===== config.mk =====
export PLATFORM = sky130hd
export DESIGN_NAME = ccs_clock_ctrl
export DESIGN_NICKNAME = d
export VERILOG_FILES = /design/src/verilog/ccs_pkg.sv /design/src/verilog/ccs_switch_if.sv /design/src/verilog/ccs_clock_ctrl.sv /design/src/verilog/ccs_switch_timer.sv
export VERILOG_INCLUDE_DIRS = /design/src /design/src/verilog
export SDC_FILE = /design/constraint.sdc
export NUM_CORES = 1
export LEC_CHECK = 0
export ABC_AREA = 1
export CAP_MARGIN = 20
export CORE_ASPECT_RATIO = 1.5
export CORE_MARGIN = 2
export CORE_UTILIZATION = 63
export DETAILED_ROUTE_END_ITERATION = 8
export DONT_BUFFER_PORTS = 1
export PLACE_DENSITY = 0.79
export SYNTH_ARGS = -nofsm -noshare
export SYNTH_HDL_FRONTEND = slang
export SYNTH_SLANG_ARGS = --single-unit

===== constraint.sdc =====
create_clock -name clk_i -period 2.25 [get_ports clk_i]
set_input_delay 0.225 -clock clk_i [delete_from_list [all_inputs] [get_ports clk_i]]
set_output_delay 0.225 -clock clk_i [all_outputs]
set_load 0.02 [all_outputs]

===== src/verilog/ccs_cfg.svh =====
// register offsets, field positions, reset values and timing constants of the clock source control
`ifndef CCS_CFG_SVH
`define CCS_CFG_SVH
`define CCS_OFF_PROC_CLOCK_CTRL 12'hFFB
`define CCS_OFF_SUBOSC_MODE 12'hFF0
`define CCS_OFF_SUBCLK_SEL 12'hFF2
`define CCS_OFF_STANDBY 12'hF00
`define CCS_RST_PROC_CLOCK_CTRL 8'h02
`define CCS_RST_SUBOSC_MODE 8'h00
`define CCS_RST_SUBCLK_SEL 8'h00
`define CCS_BIT_MAIN_OSC_STOP 7
`define CCS_BIT_CPU_SPEED_SELECT 1
`define CCS_BIT_FEEDBACK_RES_OFF 1
`define CCS_BIT_SUB_OSC_STOP 0
`define CCS_BIT_CLOCK_SOURCE_SELECT 4
`define CCS_BIT_CPU_CLOCK_STATUS 5
`define CCS_BIT_STOP_REQ 0
`define CCS_BIT_HALT_REQ 1
`define CCS_BIT_STOP_ACTIVE 2
`define CCS_BIT_HALT_ACTIVE 3
`define CCS_BIT_STOP_REFUSED 4
`define CCS_STAB_EXP 15
`define CCS_FX_DIV_SLOW 4
`define CCS_SUB_DIV 2
`define CCS_INSTR_CYCLES 2
`endif


===== src/verilog/ccs_pkg.sv =====
// types shared by the clock source control
package ccs_pkg;
   // clock setting as seen by the cpu
   typedef enum logic [1:0] {
      CCS_SEL_FX = 2'b00,
      CCS_SEL_FX4 = 2'b01,
      CCS_SEL_SUB = 2'b11
   } ccs_sel_t;
   // controller states, gray along reset, wait, run, switch
   typedef enum logic [1:0] {
      CCS_ST_RESET = 2'b00,
      CCS_ST_STAB = 2'b01,
      CCS_ST_RUN = 2'b11,
      CCS_ST_SWITCH = 2'b10
   } ccs_state_t;
endpackage


===== src/verilog/ccs_switch_if.sv =====
// carrier between the controller and its switch timer
`timescale 1ns/1ps
`default_nettype none
interface ccs_switch_if;
   import ccs_pkg::*;
   logic start;
   ccs_sel_t from_sel;
   ccs_sel_t to_sel;
   logic done;
   modport ctrl (output start, output from_sel, output to_sel, input done);
   modport timer (input start, input from_sel, input to_sel, output done);
endinterface
`default_nettype wire


===== src/verilog/ccs_clock_ctrl.sv =====
// cpu clock source control: registers, oscillator control, stabilisation wait and clock selection
//
// Operation
// - status flag bit 5 ignores software writes
// - status reads 0 main, 1 subsystem
// - reset loads processor clock control 02H
// - main oscillator stopped while reset held
// - speed bit and source bit choose clock
// - fx, fx/4, or subsystem clock /2
// - old clock runs a while after writing
// - switch delay per transition table
// - wait 2^15 fx periods after reset
// - stop and halt allowed on main clock
// - stop refused while subsystem clock selected
// - bit 1 disconnects sub feedback resistor
// - bit 0 stops subsystem oscillator
// - bit 7 stops main oscillator, sub only
// - peripherals on main, watch timer sub
`timescale 1ns/1ps
`default_nettype none
module ccs_clock_ctrl
   import ccs_pkg::*;
#(
   parameter int FX_HZ = 5000000,
   parameter int FXT_HZ = 32768,
   parameter int CLK_HZ = 200000000,
   parameter int STAB_CYCLES = 1 << 15
) (
   input wire logic clk_i,
   input wire logic rst_i,
   // oscillator edges, one-cycle pulses synchronous to clk_i
   input wire logic fx_tick_i,
   input wire logic fxt_tick_i,
   // axi4-lite slave
   input wire logic [11:0] s_axi_awaddr,
   input wire logic s_axi_awvalid,
   output logic s_axi_awready,
   input wire logic [31:0] s_axi_wdata,
   input wire logic [3:0] s_axi_wstrb,
   input wire logic s_axi_wvalid,
   output logic s_axi_wready,
   output logic [1:0] s_axi_bresp,
   output logic s_axi_bvalid,
   input wire logic s_axi_bready,
   input wire logic [11:0] s_axi_araddr,
   input wire logic s_axi_arvalid,
   output logic s_axi_arready,
   output logic [31:0] s_axi_rdata,
   output logic [1:0] s_axi_rresp,
   output logic s_axi_rvalid,
   input wire logic s_axi_rready,
   // standby exit, e.g. an interrupt
   input wire logic wake_i,
   // oscillator and clock outputs
   output logic main_osc_en_o,
   output logic sub_osc_en_o,
   output logic feedback_resistor_off_o,
   output logic cpu_run_o,
   output logic cpu_tick_o,
   output logic [1:0] cpu_clk_sel_o,
   output logic periph_tick_o,
   output logic watch_tick_o,
   output logic stop_mode_o,
   output logic halt_mode_o
);
   `include "ccs_cfg.svh"
   initial begin
      if (STAB_CYCLES < 1 || STAB_CYCLES > 65536 || FX_HZ > CLK_HZ) $error("bad clock parameters");
   end
   ////////////////////////////////////////////////////////////////////////////
   // control registers
   logic [7:0] pcc_q;      // processor clock control
   logic [7:0] suboscillator_mode_q;     // suboscillator mode
   logic clock_source_select_q;           // clock source select
   logic status_q;         // cpu clock status, read only
   logic stop_q;           // clock-stopping standby
   logic halt_q;           // cpu-halt standby
   logic refused_q;        // sticky: stop refused on sub clock
   ccs_sel_t cur_sel_q;    // clock in effect
   ccs_state_t st_q;       // controller state
   logic [15:0] stab_q;    // stabilisation count
   logic [1:0] div4_q;     // fx/4 divider
   logic sub_div_q;        // fxt/2 divider
   ccs_switch_if sw();
   // requested setting from bits
   function automatic ccs_sel_t sel_of(input logic clock_source_select, input logic spd);
      if (clock_source_select) return CCS_SEL_SUB;
      return spd ? CCS_SEL_FX4 : CCS_SEL_FX;
   endfunction
   ccs_sel_t req_sel;
   assign req_sel = sel_of(clock_source_select_q, pcc_q[`CCS_BIT_CPU_SPEED_SELECT]);
   ////////////////////////////////////////////////////////////////////////////
   // axi4-lite write channel
   logic aw_have_q, w_have_q;
   logic [11:0] awaddr_q;
   logic [31:0] wdata_q;
   logic wr_fire;
   assign s_axi_awready = !aw_have_q && !s_axi_bvalid;
   assign s_axi_wready = !w_have_q && !s_axi_bvalid;
   assign wr_fire = aw_have_q && w_have_q && !s_axi_bvalid;
   assign s_axi_bresp = 2'b00;
   // latch address and data in either order, answer after both
   always_ff @(posedge clk_i) begin
      if (rst_i) begin
         aw_have_q <= 1'b0;
         w_have_q <= 1'b0;
         awaddr_q <= '0;
         wdata_q <= '0;
         s_axi_bvalid <= 1'b0;
      end else begin
         if (s_axi_awvalid && s_axi_awready) begin
            aw_have_q <= 1'b1;
            awaddr_q <= s_axi_awaddr;
         end
         if (s_axi_wvalid && s_axi_wready) begin
            w_have_q <= 1'b1;
            // byte lane 0 only carries register data
            wdata_q <= s_axi_wstrb[0] ? s_axi_wdata : 32'h0000_0000;
         end
         if (wr_fire) begin
            aw_have_q <= 1'b0;
            w_have_q <= 1'b0;
            s_axi_bvalid <= 1'b1;
         end else if (s_axi_bready) begin
            s_axi_bvalid <= 1'b0;
         end
      end
   end
   logic wr_pcc, wr_suboscillator_mode, wr_css, wr_stby;
   assign wr_pcc = wr_fire && awaddr_q == `CCS_OFF_PROC_CLOCK_CTRL;
   assign wr_suboscillator_mode = wr_fire && awaddr_q == `CCS_OFF_SUBOSC_MODE;
   assign wr_css = wr_fire && awaddr_q == `CCS_OFF_SUBCLK_SEL;
   assign wr_stby = wr_fire && awaddr_q == `CCS_OFF_STANDBY;
   ////////////////////////////////////////////////////////////////////////////
   // software registers, reserved bits forced to zero
   always_ff @(posedge clk_i) begin
      if (rst_i) begin
         pcc_q <= `CCS_RST_PROC_CLOCK_CTRL;
         suboscillator_mode_q <= `CCS_RST_SUBOSC_MODE;
         clock_source_select_q <= 1'b0;
      end else begin
         if (wr_pcc) begin
            pcc_q <= 8'h00;
            pcc_q[`CCS_BIT_CPU_SPEED_SELECT] <= wdata_q[`CCS_BIT_CPU_SPEED_SELECT];
            // main stop only takes while sub clock runs the cpu
            pcc_q[`CCS_BIT_MAIN_OSC_STOP] <= wdata_q[`CCS_BIT_MAIN_OSC_STOP] && status_q;
         end
         if (wr_suboscillator_mode) begin
            suboscillator_mode_q <= {6'h00, wdata_q[1:0]};
         end
         if (wr_css) begin
            clock_source_select_q <= wdata_q[`CCS_BIT_CLOCK_SOURCE_SELECT]; // status bit ignored
         end
      end
   end
   ////////////////////////////////////////////////////////////////////////////
   // controller: reset, stabilisation wait, run, switching
   always_ff @(posedge clk_i) begin
      if (rst_i) begin
         st_q <= CCS_ST_RESET;
         stab_q <= '0;
         cur_sel_q <= CCS_SEL_FX4;
         status_q <= 1'b0;
      end else begin
         unique case (st_q)
            CCS_ST_RESET: begin
               st_q <= CCS_ST_STAB;
               stab_q <= 16'(STAB_CYCLES - 1);
            end
            CCS_ST_STAB: begin
               // count 2^15 fx periods before running
               if (fx_tick_i) begin
                  if (stab_q == 16'h0000) st_q <= CCS_ST_RUN;
                  else stab_q <= stab_q - 16'h0001;
               end
            end
            CCS_ST_RUN: begin
               if (req_sel != cur_sel_q) st_q <= CCS_ST_SWITCH;
            end
            CCS_ST_SWITCH: begin
               if (sw.done) begin
                  cur_sel_q <= sw.to_sel;
                  status_q <= (sw.to_sel == CCS_SEL_SUB);
                  st_q <= CCS_ST_RUN;
               end
            end
         endcase
      end
   end
   // start the timer in run when the request differs from the current setting, in switch before done when it differs from the pending one
   logic [1:0] to_q;
   always_ff @(posedge clk_i) begin
      if (rst_i) to_q <= CCS_SEL_FX4;
      else if (sw.start) to_q <= req_sel;
   end
   assign sw.start = (st_q == CCS_ST_RUN && req_sel != cur_sel_q) ||
                     (st_q == CCS_ST_SWITCH && req_sel != ccs_sel_t'(to_q) && !sw.done);
   assign sw.from_sel = cur_sel_q;
   assign sw.to_sel = (st_q == CCS_ST_SWITCH && !sw.start) ? ccs_sel_t'(to_q) : req_sel;
   ////////////////////////////////////////////////////////////////////////////
   // clock dividers: fx/4 and fxt/2
   logic fx4_tick, sub_tick;
   always_ff @(posedge clk_i) begin
      if (rst_i) begin
         div4_q <= 2'b00;
         sub_div_q <= 1'b0;
      end else begin
         if (fx_tick_i) div4_q <= div4_q + 2'b01;
         if (fxt_tick_i) sub_div_q <= !sub_div_q;
      end
   end
   assign fx4_tick = fx_tick_i && div4_q == 2'b11;
   assign sub_tick = fxt_tick_i && sub_div_q;
   ccs_switch_timer #(.FX_HZ(FX_HZ), .FXT_HZ(FXT_HZ), .CNT_W(16)) u_timer (
      .clk_i(clk_i),
      .rst_i(rst_i),
      .fx_tick_i(fx_tick_i),
      .fx4_tick_i(fx4_tick),
      .sub_tick_i(sub_tick),
      .sw(sw.timer)
   );
   ////////////////////////////////////////////////////////////////////////////
   // standby modes
   always_ff @(posedge clk_i) begin
      if (rst_i) begin
         stop_q <= 1'b0;
         halt_q <= 1'b0;
         refused_q <= 1'b0;
      end else begin
         if (wake_i) begin
            stop_q <= 1'b0;
            halt_q <= 1'b0;
         end else if (wr_stby && st_q == CCS_ST_RUN) begin
            if (wdata_q[`CCS_BIT_STOP_REQ] && !status_q) stop_q <= 1'b1;
            if (wdata_q[`CCS_BIT_HALT_REQ]) halt_q <= 1'b1;
         end
         // set wins over clear
         if (wr_stby && wdata_q[`CCS_BIT_STOP_REQ] && status_q) refused_q <= 1'b1;
         else if (wr_stby && wdata_q[`CCS_BIT_STOP_REFUSED]) refused_q <= 1'b0;
      end
   end
   ////////////////////////////////////////////////////////////////////////////
   // axi4-lite read channel, one cycle after address
   logic [7:0] rd_val;
   always_comb begin
      unique case (s_axi_araddr)
         `CCS_OFF_PROC_CLOCK_CTRL: rd_val = pcc_q;
         `CCS_OFF_SUBOSC_MODE: rd_val = suboscillator_mode_q;
         `CCS_OFF_SUBCLK_SEL: rd_val = {2'b00, status_q, clock_source_select_q, 4'h0};
         `CCS_OFF_STANDBY: rd_val = {3'b000, refused_q, halt_q, stop_q, 2'b00};
         default: rd_val = 8'h00;
      endcase
   end
   assign s_axi_arready = !s_axi_rvalid;
   assign s_axi_rresp = 2'b00;
   always_ff @(posedge clk_i) begin
      if (rst_i) begin
         s_axi_rvalid <= 1'b0;
         s_axi_rdata <= '0;
      end else if (s_axi_arvalid && s_axi_arready) begin
         s_axi_rvalid <= 1'b1;
         s_axi_rdata <= {24'h000000, rd_val};
      end else if (s_axi_rready) begin
         s_axi_rvalid <= 1'b0;
      end
   end
   ////////////////////////////////////////////////////////////////////////////
   // outputs
   assign main_osc_en_o = !rst_i && !pcc_q[`CCS_BIT_MAIN_OSC_STOP] && !stop_q;
   assign sub_osc_en_o = !suboscillator_mode_q[`CCS_BIT_SUB_OSC_STOP];
   assign feedback_resistor_off_o = suboscillator_mode_q[`CCS_BIT_FEEDBACK_RES_OFF];
   assign cpu_run_o = (st_q == CCS_ST_RUN || st_q == CCS_ST_SWITCH) && !stop_q && !halt_q;
   assign cpu_clk_sel_o = cur_sel_q;
   always_comb begin
      unique case (cur_sel_q)
         CCS_SEL_FX: cpu_tick_o = fx_tick_i && cpu_run_o;
         CCS_SEL_FX4: cpu_tick_o = fx4_tick && cpu_run_o;
         default: cpu_tick_o = sub_tick && cpu_run_o;
      endcase
   end
   assign periph_tick_o = fx_tick_i && main_osc_en_o;
   assign watch_tick_o = fxt_tick_i && sub_osc_en_o;
   assign stop_mode_o = stop_q;
   assign halt_mode_o = halt_q;
endmodule
`default_nettype wire


===== src/verilog/ccs_switch_timer.sv =====
// switch delay timer, counts old-clock cycles before a new cpu clock takes effect
`timescale 1ns/1ps
`default_nettype none
module ccs_switch_timer
   import ccs_pkg::*;
#(
   parameter int FX_HZ = 5000000,
   parameter int FXT_HZ = 32768,
   parameter int CNT_W = 16
) (
   input wire logic clk_i,
   input wire logic rst_i,
   input wire logic fx_tick_i,
   input wire logic fx4_tick_i,
   input wire logic sub_tick_i,
   ccs_switch_if.timer sw
);
   `include "ccs_cfg.svh"
   // 2fx/fxT and fx/2fxT in old-clock cycles
   localparam int FX_TO_SUB = (2 * FX_HZ) / FXT_HZ;
   localparam int FX4_TO_SUB = FX_HZ / (2 * FXT_HZ);
   initial begin
      if (FX_TO_SUB >= (1 << CNT_W) || FX_TO_SUB < 1) $error("switch count out of range");
   end
   // delay figure for one transition
   function automatic logic [CNT_W-1:0] delay_of(input ccs_sel_t f, input ccs_sel_t t);
      logic [CNT_W-1:0] r;
      r = CNT_W'(`CCS_INSTR_CYCLES);
      if (f == CCS_SEL_FX && t == CCS_SEL_FX4) r = CNT_W'(2 * `CCS_INSTR_CYCLES);
      else if (f == CCS_SEL_FX && t == CCS_SEL_SUB) r = CNT_W'(FX_TO_SUB);
      else if (f == CCS_SEL_FX4 && t == CCS_SEL_SUB) r = CNT_W'(FX4_TO_SUB);
      return r;
   endfunction
   logic [CNT_W-1:0] cnt_q; // cycles still to run on the old clock
   logic busy_q;            // a switch is pending
   logic done_q;            // one-cycle completion pulse
   logic tick;              // old clock edge
   ccs_sel_t from_q;        // old setting held for the count
   always_comb begin
      unique case (from_q)
         CCS_SEL_FX: tick = fx_tick_i;
         CCS_SEL_FX4: tick = fx4_tick_i;
         default: tick = sub_tick_i;
      endcase
   end
   ////////////////////////////////////////////////////////////////////////////
   // count old-clock cycles then pulse done
   always_ff @(posedge clk_i) begin
      if (rst_i) begin
         cnt_q <= '0;
         busy_q <= 1'b0;
         done_q <= 1'b0;
         from_q <= CCS_SEL_FX4;
      end else begin
         done_q <= 1'b0;
         if (sw.start) begin
            // restart from the current setting
            cnt_q <= delay_of(sw.from_sel, sw.to_sel);
            from_q <= sw.from_sel;
            busy_q <= 1'b1;
         end else if (busy_q && tick) begin
            if (cnt_q <= CNT_W'(1)) begin
               busy_q <= 1'b0;
               done_q <= 1'b1;
            end
            cnt_q <= cnt_q - CNT_W'(1);
         end
      end
   end
   assign sw.done = done_q;
endmodule
`default_nettype wire


==> reports/metrics.cfg <==
[power_and_ir_drop]
p_sw_frac = 0.272
sequentialPowerShare = 0.510
ir_drop_v = 0.000526
p_int_uw = 2220
pwr-share-comb = 0.110
p_sw_uw = 829
power_frac_clock = 0.380
total_power_uw = 3050
cellPowerDensity_nw_per_um2 = 687
leakage_uw = 0.00199

[yosys]
yosysTopAreaCellShare = 0.380
yosysTopAreaCell = dfxtp_1
ys_seq_area_frac = 0.380
synthCells = 604
ys_warn_count = 0
synth_common_cells = 93 x nand2_1, 81 x dfxtp_1, 80 x nor2_1
ys_ff_latch = 81
synth.distinct_cells = 44
ys_top_cells_by_area = dfxtp_1 38%, nand2_1 8.2%, a21oi_1 7.4%
synth_edf_count = 0
netlist_area_um2 = 4270
synth_flop_cell = dfxtp_1
synth_most_common_cell = nand2_1
avgSynthCellArea_um2 = 7.07
async_reset_ff_frac = 0

[clock_tree]
cts_buffers = 9
cts_sinks = 81
htreeDepth = 3
cts_tree = built
clock_latency_ns = 0.35
cts_root_buffer = clkbuf_8
ctsResizeCount = 0
cts_buffer_depth = 2
clk_pin_slew_worst_paths_ns = 0.08

[hold_path]
hold_path.class = primary input to flip-flop
whs_endpoint = wdata_q[0]
min-delay-start = s_axi_wdata[0]
hold_path_depth = 2

[run_status]
outcome = finished clean

[final_layout]
diodes = 0
final_nets = 679
syn_to_final_growth_pct = 4.10
final_core_util = 0.680
drive_above_1_share = 0.0836

[critical_path]
r2r_cells = 10
startpoint_type = flip-flop
crit_family = simple AND/OR/NAND/NOR gates
timing.rr.end = stab_q[3]
slowest_stage = dfxtp_1
worstPathArrival_ns = 2.20
regToRegSetupSlack_ns = 0.30
cp_common_cell = inv_1
cp.required_ns = 2.50
crit_fanout = 14
critPathBufInv = 3
path_cells = inv_1, ha_1, nand2_1, inv_1, nand3_1, nand3_2, nand2_2, inv_2, o21ai_0, a21oi_1
crit_type = flip-flop to flip-flop
reg2reg_from = stab_q[0]
end_kind = flip-flop
critical_path.max_stage_delay_ns = 0.38

[global_routing]
grt_usage = 0.244
grt_pass1_vias = 3532
antenna_found_initial = 0
gr-total-overflow = 0
grt_max_degree = 40
grt_pass1_wl_um = 15000

[route]
viasPerCell = 5.41
vias = 3709
drc = 0
drtIter0Drc = 200
post_drt_wl_per_cell_um = 13.0
first_pass_iters = 5
drtAntennaViolNets = 0
wl_um = 8900

[sta]
tns_ns = 0
relSlewSlack = 0.477
setup_viol = 0
rsz0062_at_grt = false
final_max_slew_viol_count = 0
fmax_ghz = 0.512
fin_worst_skew_ns = 0.00853
final.min_clock_period_ns = 1.95
min_period_over_period = 0.868
hold_viol = 0
tightest_slew_ns = 0.784

[placed_design]
hpwlAfterDp_um = 6410
gp_congestion = 0.883
io_buffers = 0

[floorplanning]
ios = 122
die_h_um = 105
dieWidth_um = 71.2
initial_core_util = 0.653
num_rows = 36
die_area_um2 = 7460
core-area_um2 = 6530

[run]
maxCapViolCount = 0

-- power groups by stage --
stage	clock, uW	sequential (uW)	combinational [uW]
2_1_floorplan	0	1580	320
3_3_place_gp	0	1590	302
3_5_place_dp	0	1590	312
4_1_cts	1180	1560	332
5_1_grt	1230	1570	381
6_report	1160	1560	334
-- per-layer routing --
layer	vias up	global-route usage	wire (um)
li1	1930	-	-
met1	1686	0.282	3890
met2	83	0.430	4600
met3	10	0.0501	328
met4	0	0.0970	82
met5	-	0	0
-- area by class of cell --
type                            count  area [um^2]
Multi-Input combinational cell    437         2170
Fill cell                         569         2090
Sequential cell                    81         1620
Inverter                           68          258
Clock buffer                        9          124
Tap cell                           76         95.1
Clock inverter                      7         92.6
Timing Repair Buffer                8         77.6
-- per-stage QoR --
stage	instance area (um^2)	hold slack, ns	setup slack, ns	instances
after global routing	4440	0.0283	0.0408	686
after global placement	4190	0.295	0.415	667
after floorplan	4370	0.319	0.333	632
final	4440	0.0216	0.297	686
after detailed placement	4190	0.297	0.343	667
after CTS	4440	0.00887	0.319	686
-- what timing repair did --
item,in CTS,in global routing
setup buffers,0,0
hold buffers,3,0
hold endpoints to repair,40,0
-- worst reg2reg max path, delay by kind of cell, from the launching register on --
kind	cells	cell delay (ns)
adder cells (fa/ha/maj)	1	0.24
AND/OR/NAND/NOR	4	0.62
flip-flops	1	0.38
AO/OA/AOI/OAI	2	0.28
buffers and inverters	3	0.33
-- placed cells by master, fill, tap and decap left out, drive strengths merged --
master / netlist / routed
a31oi: 2 / 2
buf: 37 / 6
nor4: 6 / 6
or2: 3 / 3
xor2: 10 / 10
a311oi: 1 / 1
o21a: 1 / 1
a21oi: 64 / 64
nand4: 9 / 9
nor3: 14 / 14
dfxtp: 81 / 81
nand3: 35 / 35
conb: 1 / 29
nor3b: 2 / 2
ha: 4 / 4
o211ai: 3 / 3
nor2: 84 / 84
inv: 67 / 68
bufinv: 0 / 2
a211oi: 3 / 3
dlygate4sd3: 0 / 2
o21ai: 49 / 49
nand3b: 5 / 5
and3: 2 / 2
xnor2: 7 / 7
clkinv: 1 / 5
o31ai: 2 / 2
nand2: 102 / 102
clkbuf: 9 / 9
-- worst max path at each step --
stage          slack [ns]          to        start  depth (start not counted)
2_1_floorplan        0.33  cpu_tick_o  stop_mode_o                          3
3_3_place_gp         0.41   stab_q[4]    stab_q[0]                         10
3_5_place_dp         0.34   stab_q[3]    stab_q[0]                         10
4_1_cts              0.32   stab_q[3]    stab_q[0]                         10
5_1_grt              0.04  stab_q[15]    stab_q[0]                         11
6_report             0.30   stab_q[3]    stab_q[0]                         10
-- state kept, by name (all words and copies together) (netlist names), 4 cells and up --
register       flops
wdata_q            4
awaddr_q          12
s_axi_rdata        7
stab_q            16
u_timer.cnt_q     16
-- cell families (layout without fill, tap and decap cells) --
logic type / count (synthesis) / after routing / synth area share
DFF: 81 / 81 / 0.380
xor gates and xnor gates: 17 / 17 / 0.0349
AOI/OAI and AO/OA: 125 / 125 / 0.157
other: 1 / 29 / 0.000879
adders and majority gates: 4 / 4 / 0.0117
buffers and inverters: 114 / 92 / 0.135
and+or+nand+nor: 262 / 262 / 0.281
(Power assumes the default switching activity.)
